File: config.mk
export PLATFORM = sky130hd
export DESIGN_NAME = fcs_sequencer
export DESIGN_NICKNAME = d
export VERILOG_FILES = /design/src/fcs_pkg.sv /design/src/fcs_timer_if.sv /design/src/fcs_sequencer.sv /design/src/fcs_timer.sv
export VERILOG_INCLUDE_DIRS = /design/src
export SDC_FILE = /design/constraint.sdc
export NUM_CORES = 1
export LEC_CHECK = 0
export BUFFER_PORTS_ARGS = -buffer_cell sky130_fd_sc_hd__buf_4
export CORE_MARGIN = 2
export CORE_UTILIZATION = 45
export CTS_BUF_LIST = sky130_fd_sc_hd__clkbuf_16
export DETAILED_ROUTE_END_ITERATION = 10
export MAX_ROUTING_LAYER = met4
export PLACE_DENSITY_LB_ADDON = 0.08
export RECOVER_POWER = 50
export SLEW_MARGIN = 20
export SYNTH_ARGS = -nofsm -noshare
export SYNTH_HDL_FRONTEND = slang
export SYNTH_SLANG_ARGS = --single-unit
File: constraint.sdc
create_clock -name core_clk_in -period 2.7 [get_ports core_clk_in]
set_input_delay 0.27 -clock core_clk_in [delete_from_list [all_inputs] [get_ports core_clk_in]]
set_output_delay 0.27 -clock core_clk_in [all_outputs]
set_load 0.01 [all_outputs]
File: src/fcs_cfg.svh
// Timing and field constants for the flyback switch cycle sequencer.
// Assumes a 40 MHz core clock; analog comparisons arrive as digital levels.
`ifndef FCS_CFG_SVH
`define FCS_CFG_SVH
`define FCS_CLK_MHZ            40
`define FCS_MIN_PERIOD_NS      14500
`define FCS_MIN_PERIOD_CYC     ((`FCS_MIN_PERIOD_NS * `FCS_CLK_MHZ + 999) / 1000)
`define FCS_CATCH_NS           4000
`define FCS_CATCH_CYC          ((`FCS_CATCH_NS * `FCS_CLK_MHZ) / 1000)
`define FCS_SAMPLE_NS          1840
`define FCS_SAMPLE_CYC         ((`FCS_SAMPLE_NS * `FCS_CLK_MHZ + 999) / 1000)
`define FCS_FAULT_MS           812
`define FCS_FAULT_CYC          (`FCS_FAULT_MS * `FCS_CLK_MHZ * 1000)
`define FCS_RAMP_W             10
`define FCS_CNT_W              16
`define FCS_FAULT_W            25
`endif

File: src/fcs_pkg.sv
// Types shared by the sequencer modules.
// No assumptions beyond the configuration header.
package fcs_pkg;
  typedef enum logic [1:0] {
    FCS_IDLE  = 2'b00,  // Waiting for loop to come up
    FCS_ON    = 2'b01,  // Switch conducting, ramp rising
    FCS_OFF   = 2'b10,  // Switch off, waiting for re-arm
    FCS_FAULT = 2'b11   // Overvoltage hiccup
  } fcs_state_t;
endpackage : fcs_pkg

File: src/fcs_timer_if.sv
// Carrier between the sequencer and its one-shot timers.
// Assumes a single clock domain.
`timescale 1ns/10ps
`default_nettype none
interface fcs_timer_if;
  logic start;  // Load the timer
  logic busy;   // Timer still running
  logic done;   // One-cycle expiry pulse
  modport ctrl  (output start, input busy, input done);
  modport timer (input start, output busy, output done);
endinterface : fcs_timer_if
`default_nettype wire

File: src/fcs_sequencer.sv
// Top of the flyback switch cycle sequencer: ramp, timers, OVP hiccup.
// Assumes comparator levels from the analog front end arrive asynchronously.
// Notes on behaviour
// RULE1: Start minimum-period timer when switch turns on.
// RULE2: Minimum period equals ramp rise time.
// RULE3: After it, turn on at valley or catch.
// RULE4: Catch timer starts when ramp falls.
// RULE5: Dimmer detected: hard switching, fixed ramp period.
// RULE6: Valley disable below 1V, enable above 1.2V.
// RULE7: Sample aux 1.84us after switch falls.
// RULE8: Aux above 1.75V flags overvoltage fault.
// RULE9: Fault holds switch off 812ms, then restarts.
// RULE10: During fault discharge comp, loop disabled.
// RULE11: Fault cleared: stop timer, reactivate loop.
// RULE12: Duty from comp level versus triggered ramp.
// RULE13: No drive until comp exceeds 280mV.
// RULE14: Switch off when ramp exceeds comp level.
`timescale 1ns/10ps
`default_nettype none
`include "fcs_cfg.svh"
module fcs_sequencer #(
  parameter int RAMP_W    = `FCS_RAMP_W,
  parameter int FAULT_CYC = `FCS_FAULT_CYC
) (
  // Clock and reset (reset from supply undervoltage lockout)
  input  wire logic              core_clk_in,
  input  wire logic              rst_in,
  // Loop level, digitised error amplifier output
  input  wire logic [RAMP_W-1:0] comp_level_in,
  // Comparator levels from analog front end
  input  wire logic              comp_above_min_in,
  input  wire logic              valley_seen_in,
  input  wire logic              dimmer_below_1v_in,
  input  wire logic              dimmer_above_1v2_in,
  input  wire logic              aux_over_threshold_in,
  // Power stage controls
  output logic                   main_switch_out,
  output logic                   comp_discharge_out,
  output logic                   loop_enable_out,
  // Status
  output logic                   valley_mode_out,
  output logic                   ovp_fault_out,
  output logic [RAMP_W-1:0]      ramp_out
);
  localparam logic [RAMP_W-1:0] RAMP_MAX = '1;

  // Synchronisers: first stage feeds only the second
  logic [4:0] sync1_q;
  logic [4:0] sync2_q;
  logic       cmin_s;
  logic       valley_s;
  logic       dlow_s;
  logic       dhigh_s;
  logic       aux_s;

  fcs_pkg::fcs_state_t state_q;
  logic [RAMP_W-1:0]   ramp_q;       // Ramp value
  logic                valley_en_q;  // Valley switching allowed
  logic                ovp_q;        // Fault latched
  logic                minper_ok_q;  // Minimum period elapsed
  logic [`FCS_FAULT_W-1:0] fault_cnt_q;  // Hiccup countdown
  logic                ramp_tick;    // Ramp step enable
  logic [`FCS_CNT_W-1:0]   rdiv_q;       // Ramp step divider
  logic                turn_on;
  logic                turn_off;
  logic                fault_hit;    // Late aux sample above threshold
  logic                fault_end;    // Last cycle of the hiccup
  logic                ovp_d;        // Next value of the fault latch

  fcs_timer_if minper_if ();
  fcs_timer_if catch_if ();
  fcs_timer_if sample_if ();

  // Two-flop synchroniser for all asynchronous comparator levels
  always_ff @(posedge core_clk_in)
  begin
    if (rst_in)
    begin
      sync1_q <= 5'h00;
      sync2_q <= 5'h00;
    end
    else
    begin
      sync1_q <= {comp_above_min_in, valley_seen_in, dimmer_below_1v_in,
                  dimmer_above_1v2_in, aux_over_threshold_in};
      sync2_q <= sync1_q;
    end
  end
  assign cmin_s   = sync2_q[4];
  assign valley_s = sync2_q[3];
  assign dlow_s   = sync2_q[2];
  assign dhigh_s  = sync2_q[1];
  assign aux_s    = sync2_q[0];

  // Minimum-period timer, equal to the ramp rise time
  fcs_timer #(.W(`FCS_CNT_W), .LEN(`FCS_MIN_PERIOD_CYC)) u_minper (
    .core_clk_in (core_clk_in),
    .rst_in      (rst_in),
    .tif         (minper_if)
  );
  // Catch timer bounding the lowest frequency
  fcs_timer #(.W(`FCS_CNT_W), .LEN(`FCS_CATCH_CYC)) u_catch (
    .core_clk_in (core_clk_in),
    .rst_in      (rst_in),
    .tif         (catch_if)
  );
  // Aux sample delay after switch turn-off
  fcs_timer #(.W(`FCS_CNT_W), .LEN(`FCS_SAMPLE_CYC)) u_sample (
    .core_clk_in (core_clk_in),
    .rst_in      (rst_in),
    .tif         (sample_if)
  );

  assign minper_if.start = turn_on;                                   // [RULE1]
  assign catch_if.start  = (state_q == fcs_pkg::FCS_ON) && turn_off;  // [RULE4]
  assign sample_if.start = (state_q == fcs_pkg::FCS_ON) && turn_off;  // [RULE7]

  // Ramp step divider: one step per cycle here, as the minimum period is shorter than the full ramp
  always_ff @(posedge core_clk_in)
  begin
    if (rst_in || turn_on)
      rdiv_q <= '0;
    else if (ramp_tick)
      rdiv_q <= '0;
    else
      rdiv_q <= rdiv_q + `FCS_CNT_W'(1);
  end
  // Steps rounded down; a zero quotient steps every cycle, so the timer ends the ramp near 580, below its top
  assign ramp_tick = (rdiv_q == `FCS_CNT_W'((`FCS_MIN_PERIOD_CYC / (1 << RAMP_W)) - 1)) ||
                     ((`FCS_MIN_PERIOD_CYC / (1 << RAMP_W)) == 0);

  // Ramp rises while switch is on, drops when it turns off
  always_ff @(posedge core_clk_in)
  begin
    if (rst_in || turn_off || state_q != fcs_pkg::FCS_ON)
      ramp_q <= '0;
    else if (ramp_tick && ramp_q != RAMP_MAX)
      ramp_q <= ramp_q + RAMP_W'(1);  // [RULE12]
  end

  // Valley enable with hysteresis on the dimmer filter level
  always_ff @(posedge core_clk_in)
  begin
    if (rst_in)
      valley_en_q <= 1'b1;
    else if (dlow_s)
      valley_en_q <= 1'b0;  // [RULE5] [RULE6]
    else if (dhigh_s)
      valley_en_q <= 1'b1;  // [RULE6]
  end

  // Minimum period flag: cleared at turn-on, set on expiry
  always_ff @(posedge core_clk_in)
  begin
    if (rst_in || turn_on)
      minper_ok_q <= 1'b0;
    else if (minper_if.done)
      minper_ok_q <= 1'b1;  // [RULE2]
  end

  // Turn-on: min period gone and valley or catch expiry; hard mode ignores valley
  // A restart after a short fault still honours the minimum period; a fault blocks turn-on
  assign turn_on = !fault_hit &&
                   ((state_q == fcs_pkg::FCS_IDLE && cmin_s && !minper_if.busy) ||
                    (state_q == fcs_pkg::FCS_OFF && cmin_s && minper_ok_q &&
                     ((valley_en_q && valley_s) || !catch_if.busy)));  // [RULE3] [RULE5] [RULE13]
  // Turn-off: ramp crosses comp level or rise interval ends
  assign turn_off = (state_q == fcs_pkg::FCS_ON) &&
                    ((ramp_q >= comp_level_in) || minper_if.done);  // [RULE14]

  // Fault is taken in any switching state, so latch and state never disagree
  assign fault_hit = sample_if.done && aux_s;  // [RULE8]
  assign fault_end = (state_q == fcs_pkg::FCS_FAULT) && (fault_cnt_q == `FCS_FAULT_W'(1));
  assign ovp_d     = fault_hit || (ovp_q && !fault_end);

  // OVP fault latch: set on late aux sample, cleared when hiccup ends
  always_ff @(posedge core_clk_in)
  begin
    if (rst_in)
      ovp_q <= 1'b0;
    else if (fault_hit)
      ovp_q <= 1'b1;  // [RULE8]
    else if (fault_end)
      ovp_q <= 1'b0;  // [RULE11]
  end

  // Hiccup countdown; stopped as soon as the fault state is left
  always_ff @(posedge core_clk_in)
  begin
    if (rst_in || state_q != fcs_pkg::FCS_FAULT)
      fault_cnt_q <= `FCS_FAULT_W'(FAULT_CYC);
    else if (fault_cnt_q != '0)
      fault_cnt_q <= fault_cnt_q - `FCS_FAULT_W'(1);  // [RULE9]
  end

  // Cycle state machine
  always_ff @(posedge core_clk_in)
  begin
    if (rst_in)
      state_q <= fcs_pkg::FCS_IDLE;
    else
    begin
      unique case (state_q)
        fcs_pkg::FCS_IDLE:
          if (turn_on)
            state_q <= fcs_pkg::FCS_ON;
        fcs_pkg::FCS_ON:
          // A sample landing after an early valley restart still trips the fault
          if (fault_hit)
            state_q <= fcs_pkg::FCS_FAULT;  // [RULE9]
          else if (turn_off)
            state_q <= fcs_pkg::FCS_OFF;
        fcs_pkg::FCS_OFF:
          if (fault_hit)
            state_q <= fcs_pkg::FCS_FAULT;  // [RULE9]
          else if (turn_on)
            state_q <= fcs_pkg::FCS_ON;
        fcs_pkg::FCS_FAULT:
          // Restart from idle so the comp threshold gates drive again
          if (fault_end)
            state_q <= fcs_pkg::FCS_IDLE;  // [RULE9] [RULE11]
      endcase
    end
  end

  // Registered outputs
  always_ff @(posedge core_clk_in)
  begin
    if (rst_in)
    begin
      main_switch_out    <= 1'b0;
      comp_discharge_out <= 1'b0;
      loop_enable_out    <= 1'b0;
      ramp_out           <= '0;
    end
    else
    begin
      main_switch_out    <= (state_q == fcs_pkg::FCS_ON && !turn_off && !fault_hit) || turn_on;  // [RULE14]
      // Follow the fault latch's next value so both edges line up with the flag
      comp_discharge_out <= ovp_d;   // [RULE10]
      loop_enable_out    <= !ovp_d;  // [RULE10] [RULE11]
      ramp_out           <= ramp_q;
    end
  end
  assign valley_mode_out = valley_en_q;
  assign ovp_fault_out   = ovp_q;
endmodule : fcs_sequencer
`default_nettype wire

File: src/fcs_timer.sv
// Parameterised one-shot timer used for the minimum-period, catch and aux sample intervals.
// Assumes start is a one-cycle pulse on core_clk_in.
`timescale 1ns/10ps
`default_nettype none
module fcs_timer #(
  parameter int W   = 16,
  parameter int LEN = 100
) (
  // Clock and reset
  input  wire logic   core_clk_in,
  input  wire logic   rst_in,
  // Control carrier
  fcs_timer_if.timer  tif
);
  logic [W-1:0] cnt_q;  // Cycles remaining

  // Countdown; a restart while running reloads the full length
  always_ff @(posedge core_clk_in)
  begin
    if (rst_in)
      cnt_q <= '0;
    else if (tif.start)
      cnt_q <= W'(LEN);
    else if (cnt_q != '0)
      cnt_q <= cnt_q - W'(1);
  end

  assign tif.busy = (cnt_q != '0);
  assign tif.done = (cnt_q == W'(1));
endmodule : fcs_timer
`default_nettype wire

==> results_dict.tcl, run 1 <==
set metrics [dict create \
    slew_headroom -0.506 \
    pwr-share-comb 0.384 \
    topRoutingLayerUsed "met4" \
    min_period_ps 2490 \
    seq_area_frac_synth 0.432 \
    synthDistinctLibCells 53 \
    portBuffers 31 \
    routed_wl_mm 10.8 \
    initial_core_util 0.456 \
    rr_worst_depth 5 \
    status "finished with violations" \
    cts.sinks 111 \
    max_freq_mhz 401 \
    synth_async_sr_flop_share 0 \
    ant_nets 0 \
    p_switching_mw 2.10 \
    synth_top_family_by_area "simple AND/OR/NAND/NOR gates" \
    std_cell_rows 39 \
    ys_ff_latch 111 \
    grt_overflow 0 \
    first_global_vias 4126 \
    grt_pass1_wl_mm 19.3 \
    met2_wirelength_mm 5.09 \
    synth_fp_nets 603 \
    finalHoldViolations 0 \
    ys_warn_count 0 \
    start_kind "register" \
    endpoint "fault_cnt_q[23]" \
    cp_data_required_time_ps 2990 \
    timing.final.crit_share 0.923 \
    rrSetupSlack_ps 210 \
    r2r_end "fault_cnt_q[23]" \
    synth_top_cell_area_share 0.432 \
    final_area_mm2 0.00585 \
    clk_pin_slew_ps 70 \
    internal_power_mw 3.74 \
    via_per_inst 5.51 \
    synth-edff-count 0 \
    synth.area.mux_share 0.00584 \
    tritoncts "built" \
    seqPwrFrac 0.378 \
    wl_met3_um 313 \
    post_cts_buffers 0 \
    total_power_mw 5.84 \
    die_y_um 111 \
    cts_resized 0 \
    insertion_delay_ps 350 \
    synth_xor_area_frac 0.0800 \
    grt_max_degree 51 \
    die_x_um 111 \
    synth_area_mm2 0.00514 \
    switching_share 0.359 \
    synth_fa_ha_area_frac 0.0511 \
    synth.avg_cell_area_um2 9.10 \
    ctsHoldBuffers 0 \
    drive_gt1_frac 0.0964 \
    place.gp.congestion 0.825 \
    r2r_start "fault_cnt_q[2]" \
    synth_most_common_cell "dfxtp_1" \
    crit_fanout 6 \
    grtUsageTotal 0.194 \
    clock_power_share 0.239 \
    syn_inst 565 \
    cts_buffer_depth 2 \
    wirelength_met1_mm 5.31 \
    vias 4160 \
    crit_arrival_ps 2780 \
    yosys-top-cells-count "111 x dfxtp_1, 41 x nor2_1, 37 x xor2_1, 36 x nor3_1, 30 x a21oi_1" \
    ir_drop_v 0.000729 \
    synthTopCellsByArea "dfxtp_1 43%, xor2_1 6.3%, ha_1 5.1%, nor3_1 3.5%, nor2_1 3.0%" \
    hold_slack_ps 134 \
    hold_path.class "in -> reg" \
    dr.pass1.iters 4 \
    slew_violations 51 \
    htreeDepth 3 \
    coreArea_mm2 0.0113 \
    fin_cells 755 \
    yosysTopAreaCell "dfxtp_1" \
    nets 645 \
    drv_cap 1 \
    antenna_cells 0 \
    dp.final_hpwl_mm 7.53 \
    synth-compound-area-share 0.127 \
    synthSimpleGateAreaFrac 0.271 \
    clock_tree.root_cell "clkbuf_16" \
    antenna_found_initial 0 \
    worstSetupEndpointType "register" \
    p_leak_nw 2.22 \
    place_inst 739 \
    synth_top_flop_cell "dfxtp_1" \
    max_slew.worst_pin.slew_ps 2260 \
    cts-buffers-inserted 9 \
    pin_count 32 \
    drc 0 \
    initialDrtViolationCount 249 \
    setup_viol_count_final 0 \
    finalSetupTns_ps 0 \
    startpoint "fault_cnt_q[2]" \
    post_dp_cell_area_mm2 0.00563 \
    clock-skew-final_ps 6.76 \
    rsz0062_at_grt "no" \
    violations "max-capacitance violations, max-slew violations" \
    wl_per_cell_um 14.3 \
    p_per_area_mw_per_mm2 998 \
    worst-setup-path-type "reg -> reg" \
    dieArea_mm2 0.0123 \
    syn2layout_area_growth_pct 13.8 \
]
-- how the worst min path moves through the flow --
stage | startpoint | end | slack (ps) | cells after the start
finish | aux_over_threshold_in | sync1_q[0] | 130 | 2
CTS | aux_over_threshold_in | sync1_q[0] | 120 | 2
floorplan | aux_over_threshold_in | sync1_q[0] | 400 | 1
global route | comp_above_min_in | sync1_q[4] | 130 | 2
detailed placement | sync2_q[2] | valley_mode_out | 410 | 1
global placement | sync2_q[2] | valley_mode_out | 410 | 1
-- critical path: stages (launching register included) --
cell,delay (ps)
dfxtp_1,350
or4_1,610
or3_1,460
a2111o_1,500
or4_1,420
nand3_1,90
-- area by class of cell --
type                            instances  area, um2
Inverter                               24       90.1
Multi-Input combinational cell        412       2740
Tap cell                              143        179
Sequential cell                       111       2220
Timing Repair Buffer                   49        310
Clock inverter                          7       88.8
Clock buffer                            9        225
Fill cell                            1071       5420
-- logic make-up (layout without fill, tap and decap cells) --
kind of cell	count (synthesis)	in the layout
adder cells (fa/ha/maj)	21	21
AO/OA/AOI/OAI	94	94
AND/OR/NAND/NOR	247	247
flip-flops	111	111
multiplexers	3	3
buffers and inverters	42	89
XOR/XNOR	47	47
-- flip-flops by register name, summed over array words and instances (netlist names) --
register and flops:
u_minper.cnt_q 16, u_catch.cnt_q 16, sync2_q 5, sync1_q 5
ovp_fault_out 1, fault_cnt_q 25, comp_discharge_out 1, main_switch_out 1
loop_enable_out 1, ramp_q 10, u_sample.cnt_q 16, ramp_out 10
state_q 2, valley_mode_out 1, minper_ok_q 1
-- per-stage QoR --
stage	setup WS, ps	utilization
floorplan	446	-
global placement	296	0.499
detailed placement	217	0.499
CTS	211	0.527
global route	56.5	0.519
finish	208	0.519
-- power by group through the flow --
stage | registers (mW) | logic [mW] | clock network [mW]
detailed placement | 2.24 | 2.24 | 0
global placement | 2.23 | 2.18 | 0
finish | 2.21 | 2.24 | 1.39
floorplan | 2.18 | 1.68 | 0
CTS | 2.20 | 2.26 | 1.44
global route | 2.25 | 2.55 | 1.52
-- layout by cell type, fill, tap and decap left out, drive strengths merged, types with 4 or more instances in the layout --
| cell | n |
|---|---|
| a31oi | 4 |
| nand3 | 28 |
| clkbuf | 28 |
| nand4 | 19 |
| a211oi | 12 |
| a21oi | 31 |
| nor2 | 41 |
| dfxtp | 111 |
| or4 | 20 |
| xnor2 | 10 |
| nand2 | 25 |
| nor2b | 24 |
| xor2 | 37 |
| nand4b | 4 |
| buf | 30 |
| inv | 25 |
| nor3 | 38 |
| ha | 21 |
| or3 | 17 |
| o21ai | 15 |
| nor4 | 13 |
| nand3b | 4 |
| o31ai | 14 |
-- routing by layer --
metal,vias to the layer above,global-route usage
met5,-,-
met2,46,0.308
li1,2142,-
met3,6,0.0525
met4,0,0.0433
met1,1966,0.249
No activity file was read; power rests on OpenSTA's default activity.
==> run 2: changes to the inputs <==
==> constraint.sdc (replaced) <==
create_clock -name core_clk_in -period 3.1 [get_ports core_clk_in]
set_input_delay 0.31 -clock core_clk_in [delete_from_list [all_inputs] [get_ports core_clk_in]]
set_output_delay 0.31 -clock core_clk_in [all_outputs]
set_load 0.01 [all_outputs]
==> run 2 against run 1 <==
Compared with the run above: the flow now finishes without violations; count of clock-buffer cells in the layout did not move; via count fell by 1.1%; utilization fell by 0.90 points; final cell count fell by 1.2%; critical path depth did not move; wire length fell by 2.3%; critical endpoint is now u_minper.cnt_q[1].
==> results_dict.tcl, run 2 (synthesis gave the netlist of run 1 again) <==
set metrics [dict create \
    cts_resized 0 \
    std_cell_rows 39 \
    worstSetupEndpointType "register" \
    grtUsageTotal 0.189 \
    cts_buffer_depth 2 \
    p_per_area_mw_per_mm2 852 \
    regArea_mm2 0.00222 \
    drive_gt1_frac 0.0829 \
    status "completed" \
    cts-buffers-inserted 9 \
    portBuffers 31 \
    grt_overflow 0 \
    dr.pass1.iters 4 \
    tritoncts "built" \
    worst-setup-path-type "reg -> reg" \
    dieArea_mm2 0.0123 \
    place.gp.congestion 0.793 \
    vias 4115 \
    coreArea_mm2 0.0113 \
    dp.final_hpwl_mm 7.24 \
    clock-skew-final_ps 5.68 \
    finalHoldViolations 0 \
    die_y_um 111 \
    cp_data_required_time_ps 3320 \
    fin_ws_ps 411 \
    drc 0 \
    setup_viol_count_final 0 \
    hold_slack_ps 170 \
    timing.final.crit_share 0.867 \
    via_per_inst 5.52 \
    largest_register_ffs 25 \
    largest-register "fault_cnt_q" \
    ctsHoldBuffers 0 \
    final_common_cell "dfxtp_1" \
    insertion_delay_ps 360 \
    crit_arrival_ps 2910 \
    wl_per_cell_um 14.1 \
    post_cts_buffers 0 \
    grt_max_degree 63 \
    pin_count 32 \
    ant_nets 0 \
    first_global_vias 4068 \
    antenna_found_initial 0 \
    slew_violations 0 \
    cts.sinks 111 \
    r2r_end "u_minper.cnt_q[1]" \
    nets 636 \
    htreeDepth 3 \
    die_x_um 111 \
    start_kind "register" \
    routed_wl_mm 10.6 \
    endpoint "u_minper.cnt_q[1]" \
    max_freq_mhz 372 \
    rr_worst_depth 5 \
    finalSetupTns_ps 0 \
    hp-start "valley_seen_in" \
    ir_drop_v 0.000815 \
    min_period_ps 2690 \
    multi_input_area_mm2 0.00274 \
    p_leak_nw 2.17 \
    max_slew.worst_pin.slew_ps 944 \
    initial_core_util 0.456 \
    grt_pass1_wl_mm 18.7 \
    initialDrtViolationCount 236 \
    dpl_worst_slack_ps 403 \
    syn2layout_area_growth_pct 11.8 \
    hold_path.class "in -> reg" \
    clock_tree.root_cell "clkbuf_16" \
    drv_cap 0 \
    startpoint "u_minper.cnt_q[5]" \
    rrSetupSlack_ps 410 \
    r2r_start "u_minper.cnt_q[5]" \
    fill_cells 1078 \
    crit_fanout 16 \
    antenna_cells 0 \
    clk_pin_slew_ps 70 \
    rsz0062_at_grt "no" \
    slew_headroom 0.369 \
    mostFrequentLayoutCells "111 x dfxtp_1, 41 x nor2_1, 37 x xor2_1, 36 x nor3_1, 30 x a21oi_1" \
]
run 2: cell types whose count changed in the layout (fill, tap and decap cells not counted):
| cell | delta |
|---|---|
| clkbuf_1 | -2 |
| buf_4 | -5 |
| bufinv_16 | -1 |
| clkinv_4 | -1 |
| inv_1 | +2 |
| clkbuf_2 | -1 |
| buf_12 | -1 |
run 2: worst max-delay path: stages (launching register included):
cell	delay (ps)
dfxtp_1	340
or4_1	690
or4_1	870
nor3_2	250
a211o_2	330
a211oi_1	80
run 2: layer usage:
layer,global-route usage,part of all wire
met5,-,0
met4,0.0567,0.010
met3,0.0541,0.030
met2,0.303,0.47
met1,0.233,0.49
run 2: area by class of cell:
type	count	area share
Tap cell	143	0.0311
Sequential cell	111	0.386
Multi-Input combinational cell	412	0.476
Clock buffer	9	0.0391
Timing Repair Buffer	40	0.0418
Clock inverter	7	0.0100
Inverter	24	0.0157
run 2: where the power goes:
part	leakage, nW	switching [mW]	internal (mW)
sequential	0.905	0.242	1.68
combinational	1.12	1.04	0.825
clock	0.147	0.508	0.614
run 2: worst min-delay path by stage:
stage                      end  slack (ps)  cells past startpoint
3_3_place_gp   valley_mode_out         410                      1
2_1_floorplan  valley_mode_out         400                      1
4_1_cts             sync1_q[3]         150                      2
3_5_place_dp   valley_mode_out         410                      1
5_1_grt             sync1_q[2]         170                      2
6_report            sync1_q[3]         170                      2
run 2: metrics by stage:
step                      power, mW  utilization  instance area [um2]  instances
final                          4.90        0.510                 5750        746
after floorplan                3.36            -                 5140        565
after detailed placement       3.83        0.492                 5550        730
after global placement         3.77        0.492                 5550        730
after CTS                      4.99        0.517                 5830        746
after global routing           5.32        0.510                 5750        746
